[config.mk]
export PLATFORM = sky130hd
export DESIGN_NAME = tbo_button_ctrl
export DESIGN_NICKNAME = d
export VERILOG_FILES = /design/src/design/tbo_pkg.sv /design/src/design/tbo_button_ctrl.sv
export SDC_FILE = /design/constraint.sdc
export NUM_CORES = 1
export LEC_CHECK = 0
export BUFFER_PORTS_ARGS = -buffer_cell sky130_fd_sc_hd__buf_2
export CAP_MARGIN = 20
export CORE_ASPECT_RATIO = 1.2
export CORE_MARGIN = 10
export CORE_UTILIZATION = 54
export CTS_CLUSTER_DIAMETER = 50
export DETAILED_ROUTE_END_ITERATION = 6
export GPL_TIMING_DRIVEN = 0
export PLACE_DENSITY = 0.77
export SYNTH_ARGS = -nofsm -noshare
export SYNTH_HDL_FRONTEND = slang
export SYNTH_SLANG_ARGS = --single-unit
[constraint.sdc]
create_clock -name mclk -period 3.9 [get_ports mclk]
set_clock_uncertainty 0.1 [all_clocks]
set_input_delay 0.78 -clock mclk [delete_from_list [all_inputs] [get_ports mclk]]
set_output_delay 0.78 -clock mclk [all_outputs]
set_load 0.01 [all_outputs]
[src/design/tbo_pkg.sv]
// package for the touch button output control block: map, field positions, timing
package tbo_pkg;
    // clock and millisecond timebase
    localparam int CLK_PERIOD_NS   = 40;                      // mclk at 25 MHz
    localparam int MS_NS           = 1000000;                 // one millisecond
    localparam int MS_CYCLES       = MS_NS / CLK_PERIOD_NS;   // clocks per ms tick
    // self test timing, in ms
    localparam int POWER_ON_SELF_TEST_DELAY_MS   = 175;                     // pulse start after power-up
    localparam int POWER_ON_SELF_TEST_PULSE_MS   = 5;                       // failure pulse length
    // auto reset timing, in ms
    localparam int AR_SHORT_MS     = 5000;                    // short auto reset period
    localparam int AR_LONG_MS      = 20000;                   // long auto reset period
    localparam int PRESS_LIMIT_MS  = 2000;                    // press time that picks the hold
    localparam int HOLD_SHORT_MS   = 220;                     // hold after a short press
    localparam int HOLD_EXTRA_MS   = 200;                     // added to scan period otherwise
    // led on-time, in ms
    localparam int ONTIME_STEP_MS  = 20;                      // on-time resolution
    localparam int ONTIME_MAX_MS   = 2000;                    // longest on-time
    localparam int ONTIME_MAX_STEP = ONTIME_MAX_MS / ONTIME_STEP_MS;
    // register byte offsets
    localparam logic [7:0] CTRL_OFS   = 8'h00;                // sleep controls, read/write
    localparam logic [7:0] STATUS_OFS = 8'h04;                // live state, read only
    localparam logic [7:0] CONFIG_OFS = 8'h08;                // captured straps, read only
    // control fields
    localparam int CTRL_SLEEP_BIT = 0;                        // low power sleep, outputs frozen
    localparam int CTRL_DEEP_BIT  = 1;                        // deep sleep, outputs driven high
    localparam logic [1:0] CTRL_RESET = 2'h0;                 // awake after reset
    // status fields
    localparam int ST_REP_LSB  = 0;                           // reported touches
    localparam int ST_OUT_LSB  = 4;                           // pin levels
    localparam int ST_DIS_LSB  = 8;                           // disabled buttons
    localparam int ST_RUN_BIT  = 12;                          // self test finished
    // config fields
    localparam int CF_TOG_BIT  = 0;
    localparam int CF_FLK_BIT  = 1;
    localparam int CF_ARE_BIT  = 2;
    localparam int CF_AR20_BIT = 3;
    localparam int CF_ON_LSB   = 8;
    localparam int CF_SCAN_LSB = 16;
    // ahb transfer type bit that marks an active transfer
    localparam int HTRANS_ACT_BIT = 1;
    // block phases
    typedef enum logic [1:0] {PH_CAPTURE, PH_POWER_ON_SELF_TEST, PH_RUN} tbo_phase_t;
endpackage

[src/design/tbo_button_ctrl.sv]
// touch button output control: straps, self test result, toggle, flank, on-time, auto reset
// Contract
// - outputs follow own touch, active low
// - failed button: 5 ms low pulse at 175 ms
// - deep sleep drives every output high
// - sleep holds each output at its level
// - reset releases outputs to high impedance
// - toggle mode inverts output per touch
// - flank suppression: lone touch reports on
// - flank suppression: earlier touched button wins
// - on-time keeps output low after release
// - no on-time after auto reset
// - new release restarts on-time, old ends
// - on-time 0 to 2000 ms, 20 ms steps
// - auto reset after 5 or 20 s
// - hold after auto reset 220 ms or scan+200
// - ground short disables button
// - supply short disables button
// - shorted group all disabled
// - bad modulator cap disables all
// - parasitic cap over limit disables button
// - straps captured once after every reset
module tbo_button_ctrl #(
    parameter int MS_CYC = tbo_pkg::MS_CYCLES            // clocks per ms, shorten in simulation
) (
    input  wire logic        mclk,
    input  wire logic        srst,
    input  wire logic        externalResetPin,            // device reset pin, active high
    input  wire logic [3:0]  touchInput,                  // sensed touches, high = touched
    input  wire logic        strapToggle,                 // toggle feature strap
    input  wire logic        strapFlank,                  // flank suppression strap
    input  wire logic        autoReleaseStrap,            // auto reset enable strap
    input  wire logic        strapAuto20,                 // auto reset period 20 s, else 5 s
    input  wire logic [6:0]  strapOnSteps,                // on-time in 20 ms steps
    input  wire logic [7:0]  scanPeriodSetting,           // scan period in ms
    input  wire logic [3:0]  faultGround,                 // self test: shorted to ground
    input  wire logic [3:0]  faultSupply,                 // self test: shorted to supply
    input  wire logic [3:0]  faultBridge,                 // self test: shorted to another button
    input  wire logic        modulatorCapBad,             // self test: cap below 1 nF or over 4 nF
    input  wire logic [3:0]  parasiticCapHigh,            // self test: cap over 40 pF
    input  wire logic        hsel,
    input  wire logic [31:0] haddr,
    input  wire logic [1:0]  htrans,
    input  wire logic        hwrite,
    input  wire logic [2:0]  hsize,
    input  wire logic [31:0] hwdata,
    input  wire logic        hready,
    output logic      [31:0] hrdata,
    output logic             hreadyout,
    output logic             hresp,
    output logic      [3:0]  buttonOutput,                // pin level, low = on
    output logic      [3:0]  buttonOutputOe               // high while the pin is driven
);
    if (MS_CYC < 2 || MS_CYC > 32768) begin : g_chk
        $error("MS_CYC out of range");
    end

    // all state of the block
    typedef struct packed {
        tbo_pkg::tbo_phase_t phase;
        logic [14:0]         msCnt;      // clocks within the current ms
        logic [7:0]          postMs;     // ms since power-up during self test
        logic [7:0]          scanMs;     // ms within the current scan
        logic                togCfg;
        logic                flkCfg;
        logic                areCfg;
        logic                ar20Cfg;
        logic [6:0]          onSteps;
        logic [7:0]          scanCfg;
        logic [3:0]          disabled;   // buttons removed from service
        logic [3:0]          rep;        // reported touches
        logic [3:0]          tog;        // latched toggle states
        logic [3:0]          arFlag;     // auto reset fired, waiting for release
        logic [3:0]          holdOn;     // held off after auto reset
        logic [3:0][14:0]    autoCnt;    // ms of continuous reported touch
        logic [3:0][10:0]    pressCnt;   // ms pressed since auto reset
        logic [3:0][9:0]     holdCnt;    // ms of hold left
        logic [11:0]         onCnt;      // ms of on-time left, one shared counter
        logic [1:0]          onOwner;    // button that owns the on-time
        logic [3:0]          outLevel;   // pin levels
        logic                oe;
        logic                sleep;
        logic                deep;
        logic [31:0]         rdData;
        logic                dpWrite;    // data phase of a write pending
        logic [7:0]          dpAddr;
    } tbo_state_t;

    tbo_state_t s_ff;
    tbo_state_t nxt_s;
    logic       rst;                     // either reset source
    logic       msTick;                  // one clock per ms
    logic       scanTick;                // one clock per scan
    logic [3:0] gated;                   // touches allowed through
    logic [3:0] newRep;                  // reported touches after flank logic
    logic [3:0] activeLow;               // which outputs are on
    logic [14:0] arLimit;                // selected auto reset period in ms

    assign rst      = srst | externalResetPin;
    assign msTick   = (s_ff.msCnt == 15'(MS_CYC - 1));
    assign scanTick = msTick && (s_ff.scanMs + 8'h01 >= s_ff.scanCfg);
    assign arLimit  = s_ff.ar20Cfg ? 15'(tbo_pkg::AR_LONG_MS) : 15'(tbo_pkg::AR_SHORT_MS);
    assign hreadyout = 1'b1;             // zero wait states, read data prepared in address phase
    assign hresp     = 1'b0;
    assign hrdata    = s_ff.rdData;
    assign buttonOutput   = s_ff.outLevel;
    assign buttonOutputOe = s_ff.oe ? 4'hf : 4'h0;

    // flank suppression on the gated touches
    always_comb begin
        gated = touchInput & ~s_ff.disabled & ~s_ff.arFlag & ~s_ff.holdOn;
        if (!s_ff.flkCfg || $countones(gated) <= 1) begin
            newRep = gated;
        end else begin
            newRep = gated & s_ff.rep;
            if ($countones(newRep) > 1) begin
                newRep = 4'h0;                           // no single earlier winner
            end
        end
    end

    // next state
    always_comb begin
        nxt_s = s_ff;
        activeLow = 4'h0;
        // millisecond timebase
        nxt_s.msCnt = msTick ? 15'h0000 : s_ff.msCnt + 15'h0001;
        // bus address phase: latch write, prepare read data
        nxt_s.dpWrite = 1'b0;
        if (hsel && hready && htrans[tbo_pkg::HTRANS_ACT_BIT]) begin
            nxt_s.dpWrite = hwrite;
            nxt_s.dpAddr  = haddr[7:0];
            nxt_s.rdData  = 32'h00000000;                // unmapped reads as zero
            if (!hwrite) begin
                unique case (haddr[7:0])
                    tbo_pkg::CTRL_OFS: begin
                        nxt_s.rdData[tbo_pkg::CTRL_SLEEP_BIT] = s_ff.sleep;
                        nxt_s.rdData[tbo_pkg::CTRL_DEEP_BIT]  = s_ff.deep;
                    end
                    tbo_pkg::STATUS_OFS: begin
                        nxt_s.rdData[tbo_pkg::ST_REP_LSB +: 4] = s_ff.rep;
                        nxt_s.rdData[tbo_pkg::ST_OUT_LSB +: 4] = s_ff.outLevel;
                        nxt_s.rdData[tbo_pkg::ST_DIS_LSB +: 4] = s_ff.disabled;
                        nxt_s.rdData[tbo_pkg::ST_RUN_BIT]      = (s_ff.phase == tbo_pkg::PH_RUN);
                    end
                    tbo_pkg::CONFIG_OFS: begin
                        nxt_s.rdData[tbo_pkg::CF_TOG_BIT]       = s_ff.togCfg;
                        nxt_s.rdData[tbo_pkg::CF_FLK_BIT]       = s_ff.flkCfg;
                        nxt_s.rdData[tbo_pkg::CF_ARE_BIT]       = s_ff.areCfg;
                        nxt_s.rdData[tbo_pkg::CF_AR20_BIT]      = s_ff.ar20Cfg;
                        nxt_s.rdData[tbo_pkg::CF_ON_LSB +: 7]   = s_ff.onSteps;
                        nxt_s.rdData[tbo_pkg::CF_SCAN_LSB +: 8] = s_ff.scanCfg;
                    end
                    default: begin
                    end
                endcase
            end
        end
        // bus data phase: only the control word is writable
        if (s_ff.dpWrite && s_ff.dpAddr == tbo_pkg::CTRL_OFS) begin
            nxt_s.sleep = hwdata[tbo_pkg::CTRL_SLEEP_BIT];
            nxt_s.deep  = hwdata[tbo_pkg::CTRL_DEEP_BIT];
        end
        unique case (s_ff.phase)
            tbo_pkg::PH_CAPTURE: begin
                // straps and self test results are taken once, the first clock after reset
                nxt_s.togCfg   = strapToggle;
                nxt_s.flkCfg   = strapFlank;
                nxt_s.areCfg   = autoReleaseStrap;
                nxt_s.ar20Cfg  = strapAuto20;
                nxt_s.onSteps  = (strapOnSteps > 7'(tbo_pkg::ONTIME_MAX_STEP)) ?
                                 7'(tbo_pkg::ONTIME_MAX_STEP) : strapOnSteps;
                nxt_s.scanCfg  = (scanPeriodSetting == 8'h00) ? 8'h01 : scanPeriodSetting;
                nxt_s.disabled = faultGround | faultSupply | faultBridge
                               | parasiticCapHigh
                               | {4{modulatorCapBad}};
                nxt_s.outLevel = 4'hf;
                nxt_s.oe       = 1'b1;
                nxt_s.msCnt    = 15'h0000;
                nxt_s.phase    = tbo_pkg::PH_POWER_ON_SELF_TEST;
            end
            tbo_pkg::PH_POWER_ON_SELF_TEST: begin
                // failed buttons pulse low once, the others stay high
                if (msTick) begin
                    nxt_s.postMs = s_ff.postMs + 8'h01;
                end
                if (s_ff.postMs >= 8'(tbo_pkg::POWER_ON_SELF_TEST_DELAY_MS) &&
                    s_ff.postMs < 8'(tbo_pkg::POWER_ON_SELF_TEST_DELAY_MS + tbo_pkg::POWER_ON_SELF_TEST_PULSE_MS)) begin
                    nxt_s.outLevel = ~s_ff.disabled;
                end else begin
                    nxt_s.outLevel = 4'hf;
                end
                if (msTick && s_ff.postMs == 8'(tbo_pkg::POWER_ON_SELF_TEST_DELAY_MS + tbo_pkg::POWER_ON_SELF_TEST_PULSE_MS)) begin
                    nxt_s.phase = tbo_pkg::PH_RUN;
                end
            end
            tbo_pkg::PH_RUN: begin
                if (s_ff.deep) begin
                    nxt_s.outLevel = 4'hf;
                end else if (!s_ff.sleep) begin
                    // sleep skips every update so outputs and timers stay put
                    if (msTick) begin
                        nxt_s.scanMs = scanTick ? 8'h00 : s_ff.scanMs + 8'h01;
                        if (s_ff.onCnt != 12'h000) begin
                            nxt_s.onCnt = s_ff.onCnt - 12'h001;
                        end
                    end
                    for (int i = 0; i < 4; i++) begin
                        if (scanTick) begin
                            nxt_s.rep[i] = newRep[i];
                            if (newRep[i] && !s_ff.rep[i]) begin
                                nxt_s.tog[i] = ~s_ff.tog[i];
                            end
                            if (!newRep[i] && s_ff.rep[i]) begin
                                // a later release takes the counter over
                                nxt_s.onCnt   = 12'(s_ff.onSteps * tbo_pkg::ONTIME_STEP_MS);
                                nxt_s.onOwner = 2'(i);
                            end
                        end
                        if (!nxt_s.rep[i]) begin
                            nxt_s.autoCnt[i] = 15'h0000;
                        end else if (msTick && s_ff.areCfg) begin
                            nxt_s.autoCnt[i] = s_ff.autoCnt[i] + 15'h0001;
                            if (s_ff.autoCnt[i] + 15'h0001 >= arLimit) begin
                                nxt_s.rep[i]      = 1'b0;
                                nxt_s.autoCnt[i]  = 15'h0000;
                                nxt_s.arFlag[i]   = 1'b1;                  // no on-time load
                                nxt_s.pressCnt[i] = 11'h000;
                                if (s_ff.onOwner == 2'(i)) begin
                                    nxt_s.onCnt = 12'h000;
                                end
                            end
                        end
                        if (s_ff.arFlag[i] && msTick) begin
                            if (touchInput[i]) begin
                                if (s_ff.pressCnt[i] < 11'(tbo_pkg::PRESS_LIMIT_MS)) begin
                                    nxt_s.pressCnt[i] = s_ff.pressCnt[i] + 11'h001;
                                end
                            end else begin
                                nxt_s.arFlag[i] = 1'b0;
                                nxt_s.holdOn[i] = 1'b1;
                                nxt_s.holdCnt[i] = (s_ff.pressCnt[i] < 11'(tbo_pkg::PRESS_LIMIT_MS)) ?
                                    10'(tbo_pkg::HOLD_SHORT_MS) :
                                    10'(s_ff.scanCfg) + 10'(tbo_pkg::HOLD_EXTRA_MS);
                            end
                        end
                        if (s_ff.holdOn[i] && msTick) begin
                            nxt_s.holdCnt[i] = s_ff.holdCnt[i] - 10'h001;
                            if (s_ff.holdCnt[i] <= 10'h001) begin
                                nxt_s.holdOn[i] = 1'b0;
                            end
                        end
                        activeLow[i] = (s_ff.togCfg ? s_ff.tog[i] : s_ff.rep[i])
                                     | (s_ff.onCnt != 12'h000 && s_ff.onOwner == 2'(i));
                    end
                    nxt_s.outLevel = ~(activeLow & ~s_ff.disabled);
                end
            end
            default: begin
                nxt_s.phase = tbo_pkg::PH_CAPTURE;
            end
        endcase
    end

    // state register, reset releases the pins
    always_ff @(posedge mclk) begin
        if (rst) begin
            s_ff       <= '0;
            s_ff.phase <= tbo_pkg::PH_CAPTURE;
            s_ff.outLevel <= 4'hf;
            s_ff.scanCfg  <= 8'h01;
        end else begin
            s_ff <= nxt_s;
        end
    end
endmodule

[Yosys cells after proc, flatten, opt, wreduce, memory -nomap -nowiden]
Index checks and enable logic that the tools add are counted.
Word-level totals
  register bits: 269
  input port bits: 115
  logic and storage cells: 366
Operators by class
  equal/unequal tests: 19
  muxes and demuxes: 173
  magnitude comparators: 18
  $mul: 1
  bitwise logic cells: 26
  add/sub/neg operators: 23
  reduce and logical (&&, ||, !) cells: 67
Operators by type and width (count)
  $mux 11: 24
  $mux 12: 21
  $mux 15: 14
  $mux 14: 11
  $mux 10: 15
  $add 15x1->15 const B: 5
  $mux 1: 68
  $ge 15x15->1: 4
  $add 11x1->11 const B: 4
  $lt 11x11->1 const B: 4
  $le 10x1->1 const B: 4
  $reduce_and 5->1: 8
  $sub 10x1->10 const B: 4
  $mux 8: 4
  $mux 4: 7
  $logic_and 1x1->1: 27
  $logic_not 8->1: 3
  $and 4x4->4: 5
  $reduce_and 4->1: 5
  $add 8x1->8 const B: 2
  $not 4->4: 4
  $or 4x4->4: 4
  $eq 15x15->1 const B: 1
  $ne 2x1->1 const B: 6
  37 further kinds: 73

[Longest topological paths before layout]
Gate-level depths: netlist of run 1.
  depth after elaboration: 42
  depth in mapped cells: 16
  depth with buffers taken out: 15

[Worst setup path before layout of run 1]
OpenSTA, ideal clock, no wires.
  path kind: input port to flip-flop
  start point: input port touchInput[0]
  end point: register s_ff[54] (netlist bit)
  required time: 3.726 ns
  stages: 12
  arrival time: 3.962 ns
  path slack: -0.237 ns
  buffers on the path: 0
  path through: or4b_2 inv_1 nand2_1 fa_1 nand2b_1 o211ai_2 o211ai_4 or4b_4 o211ai_2 o221ai_2 or4_1 a31oi_1
Between the ends
  longest elaborated chain between the ends: 41
  elaborated cells on any way between the ends: 67
  those cells by class: add/sub: 4; order compare: 2; mux: 48; bitwise: 4; reduce/logical: 9
RTL lines
  from (decl): RTL line tbo_button_ctrl.sv:29  | input wire logic [3:0] touchInput,
  $and 4x4->4 (*) (3 in a row): RTL line tbo_button_ctrl.sv:111  | gated = touchInput & ~s_ff.disabled & ~s_ff.arFlag & ~s_ff.holdOn;
  $and 4x4->4: RTL line tbo_button_ctrl.sv:115  | newRep = gated & s_ff.rep;
  $add 1x1->2 (not written as such): RTL line tbo_button_ctrl.sv:116  | if ($countones(newRep) > 1) begin
  $add 2x2->3 (not written as such): RTL line tbo_button_ctrl.sv:116
  $gt 3x1->1: RTL line tbo_button_ctrl.sv:116
  $mux 4: RTL line tbo_button_ctrl.sv:116
  $mux 4 (*): RTL line tbo_button_ctrl.sv:112  | if (!s_ff.flkCfg || $countones(gated) <= 1) begin
  $logic_not 1->1: RTL line tbo_button_ctrl.sv:214  | if (!newRep[i] && s_ff.rep[i]) begin
  [... 23 more ...]
  $mux 12: RTL line tbo_button_ctrl.sv:222  | end else if (msTick && s_ff.areCfg) begin
  $mux 12: RTL line tbo_button_ctrl.sv:220  | if (!nxt_s.rep[i]) begin
  $mux 14: RTL line tbo_button_ctrl.sv:214
  $mux 14: RTL line tbo_button_ctrl.sv:209  | if (scanTick) begin
  $mux 12: RTL line tbo_button_ctrl.sv:229  | if (s_ff.onOwner == 2'(i)) begin
  $mux 12: RTL line tbo_button_ctrl.sv:224  | if (s_ff.autoCnt[i] + 15'h0001 >= arLimit) begin
  $mux 12: RTL line tbo_button_ctrl.sv:222
  $mux 12 (*): RTL line tbo_button_ctrl.sv:220
  to (signal assigned): RTL line tbo_button_ctrl.sv:273  | s_ff <= nxt_s;
  to (decl): RTL line tbo_button_ctrl.sv:89  | tbo_state_t s_ff;
Every way passes the cells marked *; elsewhere a longest branch is shown, timed or not. The select of a mux whose other input is x is not followed.
A chain may end at the register's enable or synchronous reset.

[Final worst setup path of run 1]
  start point: register s_ff[211] (netlist bit)
  end point: register s_ff[50] (netlist bit)
Between the ends
  longest elaborated chain between the ends: 41
  elaborated cells on any way between the ends: 67
  those cells by class: add/sub: 4; order compare: 2; mux: 48; bitwise: 4; reduce/logical: 9
RTL lines (RTL line)
  $not 4->4 (*): tbo_button_ctrl.sv:111
  $and 4x4->4 (*) (2 in a row): tbo_button_ctrl.sv:111
  $and 4x4->4: tbo_button_ctrl.sv:115
  $add 1x1->2 (not written as such): tbo_button_ctrl.sv:116
  $add 2x2->3 (not written as such): tbo_button_ctrl.sv:116
  $gt 3x1->1: tbo_button_ctrl.sv:116
  $mux 4: tbo_button_ctrl.sv:116
  $mux 4 (*): tbo_button_ctrl.sv:112
  [... 24 more ...]
  $mux 12: tbo_button_ctrl.sv:222
  $mux 12: tbo_button_ctrl.sv:220
  $mux 14: tbo_button_ctrl.sv:214
  $mux 14: tbo_button_ctrl.sv:209
  $mux 12: tbo_button_ctrl.sv:229
  $mux 12: tbo_button_ctrl.sv:224
  $mux 12: tbo_button_ctrl.sv:222
  $mux 12 (*): tbo_button_ctrl.sv:220
Marks and branches as above.

==> impl_metrics.yaml, run 1 <==
run_status:
  status: "completed"
power:
  powerDensity_mw_per_mm2: 322
  max-vdd-ir-drop_mv: 0.331
  p_leak_nw: 6.95
critical_path:
  cp_slowest_cell: "or4b_4"
  crit_buf_inv: 1
  end_kind: "flip-flop"
  start_kind: "flip-flop"
  crit_chain: "or4b_4 -> inv_4 -> nand2_2 -> fa_1 -> nand2b_4 -> o21ai_4 -> nor2_1 -> o31a_1 -> o221a_4 -> a211o_1 -> nor4_4 -> nand3_1 -> mux2i_1"
  critPathMaxFanout: 4
  worstPathArrival_ns: 4.25
  worstPathRequired_ns: 4.28
  slowest_delay_ns: 0.59
  crit_family: "simple AND/OR/NAND/NOR gates"
  crit_type: "flip-flop to flip-flop"
cts:
  clock_latency_ns: 0.56
  cts_max_level: 1
  max-clock-path-buffers: 3
  clk_pin_slew_ns: 0.06
  cts_sinks: 269
  numCtsBuffers: 31
  root_buffer: "clkbuf_16"
  cts_tree: "built"
detailed_routing:
  wl_met2_mm: 22.1
  ant_nets: 0
  wl_met1_mm: 19.7
  drc_errors: 0
  first_pass_iters: 6
  met3_length_mm: 3.48
  via_per_inst: 6.05
  top_layer_used: "met4"
  wl_per_cell_um: 17.9
  dr.first_iter.drc_count: 1390
  vias: 15800
  routed_wl_mm: 46.7
global_routing:
  grt_pass1_wl_mm: 73.2
  antenna_found_initial: 0
  grt_pass1_vias: 14400
  gr-total-overflow: 0
  grt_max_degree: 17
  track_usage_pct: 24.0
finish:
  n_fill_cell: 2569
  diodes: 0
  synthToLayoutAreaGrowth_pct: 17.2
  fin_util_pct: 64.1
  drive_gt1_share_pct: 15.2
  nNetsFinal: 2389
die:
  die_x_um: 176
  fp-row-count: 68
  die-area_mm2: 0.0364
  core_mm2: 0.0288
  die_h_um: 207
  io_pins: 157
  start_util_pct: 54.7
synth:
  synth_top_area_share_pct: 34.2
  synth.distinct_cells: 73
  synth_top_family_by_area: "simple AND/OR/NAND/NOR gates"
  synthCells: 2030
  mappedNetlistArea_mm2: 0.0157
  synth_edf_count: 0
  syn_avg_cell_area_um2: 7.75
  synth_compound_area_share_pct: 20.6
  synthXorXnorAreaFrac_pct: 4.68
  synth_area_leaders: "dfxtp_1 34%, nor2_1 7.2%, a21oi_1 6.2%"
  synthAdderAreaFrac_pct: 6.43
  synth-warning-count: 0
  synth-simple-area-share_pct: 26.6
  async_flop_share_pct: 0
  synthFlopType: "dfxtp_1"
  yosysSeqAreaShare_pct: 34.2
  synth_mux_area_share_pct: 1.66
  synth_top_area_cell: "dfxtp_1"
  yosys_register_bits: 269
sta:
  finalWorstSetupSlack_ns: 0.0288
  rsz0062_at_grt: "yes"
  hold_viol: 0
  setup_violations: 0
  finalCriticalPeriod_ns: 3.87
  slew_viol_final: 0
  period_share_pct: 99.3
  max_slew_margin_pct: 26.5
  tightest_slew_ns: 1.10
  clock.fmax_mhz: 258
placed_design:
  numPortBuffers: 87
  globalplace.congestion: 0.944
  place_ws_ns: -0.721
  dp_hpwl_mm: 33.0
min_path:
  min_path_type: "flip-flop to flip-flop"
flow_run:
  drv_cap: 0
[cell type report]
class	count	area (um2)	area share (%)
Tap cell	385	482	2.61
Multi-Input combinational cell	1574	9860	53.5
Sequential cell	269	5420	29.4
Clock inverter	18	146	0.794
Timing Repair inverter	1	7.51	0.0407
Clock buffer	39	836	4.53
Buffer	134	697	3.78
Timing Repair Buffer	126	757	4.11
Inverter	58	229	1.24
[stage by stage]
stage / power (mW) / instances / instance area, um2 / hold slack [ns] / setup TNS, ns
after floorplan: 3.01 / 2039 / 15800 / 0.331 / 0
after global placement: 3.14 / 2511 / 16700 / 0.346 / -55.75
after detailed placement: 3.14 / 2511 / 16700 / 0.349 / -58.76
after CTS: 5.93 / 2577 / 18000 / 0.351 / 0
after global routing: 6.10 / 2604 / 18400 / 0.354 / -0.421
final: 5.94 / 2604 / 18400 / 0.356 / 0
[cells by family after synthesis]
logic type	Yosys count
xor gates and xnor gates	84
adders and majority gates	79
muxes	26
and+or+nand+nor	847
DFF	269
buffers and inverters	196
AOI/OAI and AO/OA	527
other	2
[state kept, by name (all words and copies together), names as in the netlist]
| signal | count |
|---|---|
| s_ff | 242 |
| hrdata | 23 |
| buttonOutput | 4 |
[tightest hold or removal path, cell delays in order (launching register included)]
cell     delay, ns
dfxtp_1       0.31
nand2_1       0.05
a21oi_1       0.05
[repair_timing]
action | in CTS | in global routing
pin swaps | 9 | 20
setup endpoints to repair | 118 | 134
hold endpoints to repair | 0 | 0
hold buffers | 0 | 0
setup buffers | 10 | 29
resized for setup | 54 | 77
cloned | 1 | 0
[power by group]
group	switching, mW	leakage, nW	internal (mW)	total, mW
registers	0.0280	2.18	2.76	2.79
clock network	1.23	0.491	1.60	2.82
logic	0.209	4.28	0.117	0.326
[routing by layer]
metal | up-vias | global-route usage (%)
li1 | 7615 | -
met1 | 7496 | 29.8
met2 | 549 | 41.6
met3 | 107 | 3.68
met4 | 0 | 8.31
met5 | - | 0
[cell usage after synthesis, types with 6 or more instances]
master    number
a21oi_1      194
dfxtp_1      269
nor3_1        64
nor4_1        23
nor3b_1       15
a311oi_1       9
a221oi_1      13
and2_1        23
o22ai_1       13
o211ai_1      10
clkbuf_1      88
and3_1        36
nand4_1       30
mux2i_1       25
o21ai_1        6
nand2b_1       9
a31oi_1       16
ha_1          76
a22oi_1       40
nor2_1       300
xor2_1        46
or2_2          7
o21ai_0      132
nand3_1       82
nor2b_1       26
and4_1        10
a211oi_1      23
nand3b_1      36
nand2_1      138
or3_1         25
inv_1         58
a21o_1         8
o21a_1         6
xnor2_1       38
o31a_1         8
a222oi_1       7
buf_4         42
[cells in the final DEF, fill, tap and decap left out, types with 22 or more instances in the layout]
cell type  instances
a211oi_1          22
nor3_1            60
nand4_1           30
a22oi_1           39
nand3b_1          36
buf_2             92
inv_1             54
o21ai_0          131
and2_1            23
nor2b_1           26
nor2_1           291
a21oi_1          191
mux2i_1           24
ha_1              73
nand3_1           80
dfxtp_1          255
clkbuf_16         31
clkbuf_1          74
buf_4             78
and3_1            31
xor2_1            46
or3_1             25
xnor2_1           38
nand2_1          135
[worst paths after layout]
kind	from	to	slack, ns	depth (start not counted)
max	s_ff[211]$_SDFFE_PP0P_	s_ff[50]$_SDFFE_PP0P_	0.03	13
min reg2reg	s_ff[7]$_SDFFE_PP0P_	s_ff[7]$_SDFFE_PP0P_	0.36	2
max reg2reg	s_ff[211]$_SDFFE_PP0P_	s_ff[50]$_SDFFE_PP0P_	0.03	13
min	s_ff[7]$_SDFFE_PP0P_	s_ff[7]$_SDFFE_PP0P_	0.36	2
(Power assumes the default switching activity.)
==> run 2: changes to the inputs <==
- CELL_PAD_IN_SITES_DETAIL_PLACEMENT: default -> 1
- CELL_PAD_IN_SITES_GLOBAL_PLACEMENT: default -> 1
- CORE_UTILIZATION: 54 -> 40
- PLACE_DENSITY: 0.77 -> default
- PLACE_DENSITY_LB_ADDON: default -> 0.1
==> impl_metrics.yaml, run 2 (synthesis gave the netlist of run 1 again) <==
critical_path:
  worstPathArrival_ns: 4.38
  end_kind: "flip-flop"
  start_kind: "flip-flop"
  crit_type: "flip-flop to flip-flop"
  worstRegToRegCells: 13
  worstPathRequired_ns: 4.26
  reg2reg_to: "s_ff[51]$_SDFFE_PP0P_"
  critPathMaxFanout: 4
  reg2reg_from: "s_ff[222]$_SDFFE_PP0P_"
  rrSetupSlack_ns: -0.12
finish:
  synthToLayoutAreaGrowth_pct: 22.4
  final_common_cell: "nor2_1"
  diodes: 0
  final_cell_area_mm2: 0.0193
  fin_util_pct: 49.6
  nNetsFinal: 2412
  final_cell_mix: "291 x nor2_1, 253 x dfxtp_1, 190 x a21oi_1"
  top_register: "s_ff"
  drive_gt1_share_pct: 17.2
  largest_reg_flops: 242
run_status:
  violations: "negative setup slack"
  status: "complete, but fails checks"
min_path:
  worstHoldStart: "s_ff[6]$_SDFFE_PP0P_"
  whs_endpoint: "s_ff[6]$_SDFFE_PP0P_"
  min_path_type: "flip-flop to flip-flop"
  hold_depth: 2
flow_run:
  drv_cap: 0
power:
  max-vdd-ir-drop_mv: 0.364
  powerDensity_mw_per_mm2: 357
  p_leak_nw: 7.24
detailed_routing:
  ant_nets: 0
  wl_per_cell_um: 20.5
  vias: 16000
  dr.first_iter.drc_count: 785
  via_per_inst: 5.77
  drc_errors: 0
  routed_wl_mm: 56.8
  first_pass_iters: 7
sta:
  period_share_pct: 103
  tightest_slew_ns: 1.07
  hold_viol: 0
  setup_violations: 3
  rsz0062_at_grt: "yes"
  max_slew_margin_pct: 28.8
  finalWorstSetupSlack_ns: -0.116
  slew_viol_final: 0
  clock.fmax_mhz: 249
  finalCriticalPeriod_ns: 4.02
placed_design:
  dp_hpwl_mm: 40.1
  placed_cell_area_mm2: 0.0169
  numPortBuffers: 87
  globalplace.congestion: 0.907
cts:
  clk_pin_slew_ns: 0.06
  clock_latency_ns: 0.55
  root_buffer: "clkbuf_16"
  cts_max_level: 2
  numCtsBuffers: 40
  max-clock-path-buffers: 3
  cts_sinks: 269
  cts_hold_buf: 0
  cts_tree: "built"
die:
  fp-row-count: 79
  io_pins: 157
  core_mm2: 0.0388
  start_util_pct: 40.5
  die_h_um: 237
  die-area_mm2: 0.0477
  die_x_um: 201
global_routing:
  antenna_found_initial: 0
  gr-total-overflow: 0
  grt_pass1_vias: 16200
  grt_pass1_wl_mm: 89.2
  grt_max_degree: 17
  track_usage_pct: 22.8
==> run 2: cell types whose count changed in the layout (fill, tap and decap cells not counted), moves of 4 or more <==
cell / before / now
bufinv_16: 1 / 5
buf_4: 78 / 91
clkinv_2: 9 / 4
clkinvlp_4: 3 / 9
o21ai_1: 2 / 6
o21ai_0: 131 / 126
clkbuf_16: 31 / 41
==> run 2: critical path, cell delays in order, from the launching register on <==
cell and delay [ns]:
dfxtp_4 0.36, or4b_4 0.58, inv_4 0.11, nand2_4 0.05, fa_1 0.52, nand2b_4 0.19
o21ai_4 0.19, nor2_1 0.07, o31a_1 0.37, o221a_4 0.32, a211o_1 0.33, nor4_4 0.33
nand3_2 0.16, o22ai_1 0.24
==> run 2: worst max path at each step <==
stage / from / endpoint / slack (ns) / depth (start not counted)
floorplan: touchInput[3] / s_ff[204]$_SDFFE_PP0P_ / 0.02 / 15
global placement: s_ff[241]$_SDFFE_PP0P_ / s_ff[186]$_SDFFE_PP0P_ / -0.98 / 10
detailed placement: s_ff[241]$_SDFFE_PP0P_ / s_ff[130]$_SDFFE_PP0P_ / -1.19 / 10
CTS: s_ff[180]$_SDFFE_PP0P_ / s_ff[186]$_SDFFE_PP0P_ / -0.02 / 13
global route: s_ff[210]$_SDFFE_PP0P_ / s_ff[51]$_SDFFE_PP0P_ / -0.26 / 13
finish: s_ff[222]$_SDFFE_PP0P_ / s_ff[51]$_SDFFE_PP0P_ / -0.12 / 13
==> run 2: cell type report <==
cell class	count	area [um2]
Buffer	134	713
Clock buffer	49	1090
Clock inverter	22	275
Fill cell	4738	19600
Inverter	58	229
Multi-Input combinational cell	1574	10000
Sequential cell	269	5430
Tap cell	526	658
Timing Repair Buffer	140	852
Timing Repair inverter	1	7.51
==> run 2: report_power, final <==
part | total (mW) | internal, mW | switching, mW
sequential | 2.79 | 2.76 | 0.0318
clock | 3.74 | 2.32 | 1.41
combinational | 0.343 | 0.118 | 0.225
total | 6.87 | 5.20 | 1.67
==> run 2: metrics by stage <==
| stage | power [mW] | hold slack (ns) | worst slack [ns] | setup TNS (ns) | cells |
|---|---|---|---|---|---|
| final | 6.87 | 0.358 | -0.116 | -0.190 | 2773 |
| after detailed placement | 3.17 | 0.351 | -1.19 | -104.82 | 2652 |
| after global routing | 7.08 | 0.377 | -0.261 | -1.33 | 2773 |
| after floorplan | 3.01 | 0.331 | 0.0199 | 0 | 2039 |
| after CTS | 6.94 | 0.352 | -0.0164 | -0.0292 | 2741 |
| after global placement | 3.16 | 0.344 | -0.981 | -86.35 | 2652 |
==> run 2: per-layer routing <==
layer | global-route usage, % | share of wire (%) | wire, um | vias up
li1 | - | - | - | 7659
met1 | 28.1 | 44 | 25000 | 7908
met4 | 8.23 | 3.2 | 1820 | 0
met2 | 40.0 | 49 | 27700 | 318
met5 | 0 | 0 | 0 | -
met3 | 2.94 | 4.0 | 2280 | 106
==> run 2: what timing repair did <==
| item | in CTS | in global routing |
|---|---|---|
| endpoints found under the setup margin | 153 | 116 |
| cloned | 1 | 1 |
| buffers inserted | 20 | 30 |
| pin swaps | 18 | 31 |
| resized for setup | 83 | 93 |
==> run 3: changes to the inputs <==
- CELL_PAD_IN_SITES_DETAIL_PLACEMENT: 1 -> default
- CELL_PAD_IN_SITES_GLOBAL_PLACEMENT: 1 -> default
- CORE_MARGIN: 10 -> 3
- CORE_UTILIZATION: 40 -> 54
- PLACE_DENSITY: default -> 0.77
- PLACE_DENSITY_LB_ADDON: 0.1 -> default
==> impl_metrics.yaml, run 3 (synthesis gave the netlist of run 1 again) <==
die:
  core_mm2: 0.0283
  die_x_um: 162
  die_h_um: 193
  io_pins: 157
  die-area_mm2: 0.0312
  start_util_pct: 55.5
  fp-row-count: 67
flow_run:
  drv_cap: 0
global_routing:
  antenna_found_initial: 0
  grt_pass1_wl_mm: 75.0
  grt_max_degree: 17
  gr-total-overflow: 0
  track_usage_pct: 28.9
  grt_pass1_vias: 15100
run_status:
  status: "complete, but fails checks"
  violations: "negative setup slack"
placed_design:
  dp_hpwl_mm: 32.7
  numPortBuffers: 87
  globalplace.congestion: 0.957
sta:
  setup_tns_ns: -0.0334
  slew_viol_final: 0
  max_slew_margin_pct: 30.7
  tightest_slew_ns: 1.04
  finalCriticalPeriod_ns: 3.93
  clock.fmax_mhz: 254
  finalWorstSetupSlack_ns: -0.0334
  hold_viol: 0
  period_share_pct: 101
  setup_violations: 1
  rsz0062_at_grt: "yes"
finish:
  synthToLayoutAreaGrowth_pct: 19.0
  n_fill_cell: 2374
  nNetsFinal: 2403
  final_cell_mix: "293 x nor2_1, 253 x dfxtp_1, 190 x a21oi_1"
  top_register: "s_ff"
  final_common_cell: "nor2_1"
  largest_reg_flops: 242
  diodes: 0
  drive_gt1_share_pct: 16.3
power:
  max-vdd-ir-drop_mv: 0.295
  powerDensity_mw_per_mm2: 330
  power.total_mw: 6.18
  p_leak_nw: 7.09
cts:
  clock_latency_ns: 0.59
  clk_pin_slew_ns: 0.06
  cts_max_level: 1
  cts_tree: "built"
  root_buffer: "clkbuf_16"
  max-clock-path-buffers: 3
  cts_sinks: 269
  numCtsBuffers: 31
critical_path:
  worstPathRequired_ns: 4.31
  worstPathArrival_ns: 4.34
  end_kind: "flip-flop"
  crit_type: "flip-flop to flip-flop"
  critPathMaxFanout: 4
  start_kind: "flip-flop"
detailed_routing:
  drc_errors: 0
  routed_wl_mm: 47.4
  vias: 16100
  dr.first_iter.drc_count: 1396
  wl_per_cell_um: 18.2
  via_per_inst: 6.16
  ant_nets: 0
  first_pass_iters: 7
min_path:
  min_path_type: "primary input to flip-flop"
-- run 3: changes by cell type in the layout (fill, tap and decap cells not counted), moves of 3 or more --
cell | before | now
o21ai_1 | 6 | 2
a211oi_2 | 3 | 0
buf_2 | 95 | 92
clkinvlp_4 | 9 | 5
clkbuf_16 | 41 | 31
buf_4 | 91 | 96
a211oi_1 | 19 | 22
o21ai_0 | 126 | 131
-- run 3: report_power, final --
group / switching, mW / total [mW] / leakage (nW) / internal (mW)
clock: 1.27 / 3.06 / 0.518 / 1.80
combinational: 0.213 / 0.330 / 4.39 / 0.118
sequential: 0.0269 / 2.79 / 2.18 / 2.76
-- run 3: layout make-up --
class	count	area, um2	share of cell area (%)
flip-flops and latches	269	5430	29.0
multi-input cells	1574	9960	53.2
clock buffers	38	832	4.44
repair buffers	140	850	4.54
repair inverters	1	7.51	0.0401
plain buffers	134	709	3.79
inverters	58	229	1.22
clock inverters	19	238	1.27
well taps	379	474	2.53
-- run 3: through the flow --
| step | instances | instance area [um2] | hold slack [ns] | worst slack (ns) | utilization (%) |
|---|---|---|---|---|---|
| after floorplan | 2039 | 15800 | 0.331 | 0.0199 | - |
| after global placement | 2505 | 16700 | 0.345 | -0.699 | 58.9 |
| after detailed placement | 2505 | 16700 | 0.347 | -0.828 | 58.9 |
| after CTS | 2584 | 18200 | 0.329 | -0.00102 | 64.4 |
| after global routing | 2612 | 18700 | 0.352 | -0.162 | 66.1 |
| final | 2612 | 18700 | 0.335 | -0.0334 | 66.1 |
-- run 3: metal layers --
metal,up-vias,part of all wire [%],GRT usage [%]
met3,142,7.0,4.08
met2,702,48,51.2
li1,7648,-,-
met5,-,0,0
met4,0,4.1,12.7
met1,7590,41,34.9
-- run 3: timing repair --
item	in CTS	in global routing
cloned	1	0
pin swaps	18	18
setup buffers	24	29
endpoints found under the setup margin	117	137
hold buffers	0	0
resized for setup	73	88
-- run 3: critical path, cell delays in order (launching register included) --
cell	delay, ns
dfxtp_4	0.34
or4b_4	0.58
inv_4	0.08
nand2_2	0.07
fa_1	0.53
nand2b_4	0.19
o21ai_4	0.20
nor2_1	0.06
o31ai_1	0.24
o31a_1	0.28
buf_6	0.17
a2111oi_4	0.04
buf_4	0.17
buf_4	0.14
or4_4	0.50
a31oi_1	0.16
-- run 3: worst paths after layout --
| path | depth (start not counted) | slack (ns) | startpoint | to |
|---|---|---|---|---|
| setup / recovery | 15 | -0.03 | s_ff[211]$_SDFFE_PP0P_ | s_ff[54]$_SDFFE_PP0P_ |
| hold / removal | 3 | 0.34 | hwdata[1] | s_ff[41]$_SDFFE_PP0P_ |
| setup reg to reg | 15 | -0.03 | s_ff[211]$_SDFFE_PP0P_ | s_ff[54]$_SDFFE_PP0P_ |
| hold reg to reg | 2 | 0.36 | s_ff[0]$_SDFFE_PP0P_ | s_ff[0]$_SDFFE_PP0P_ |
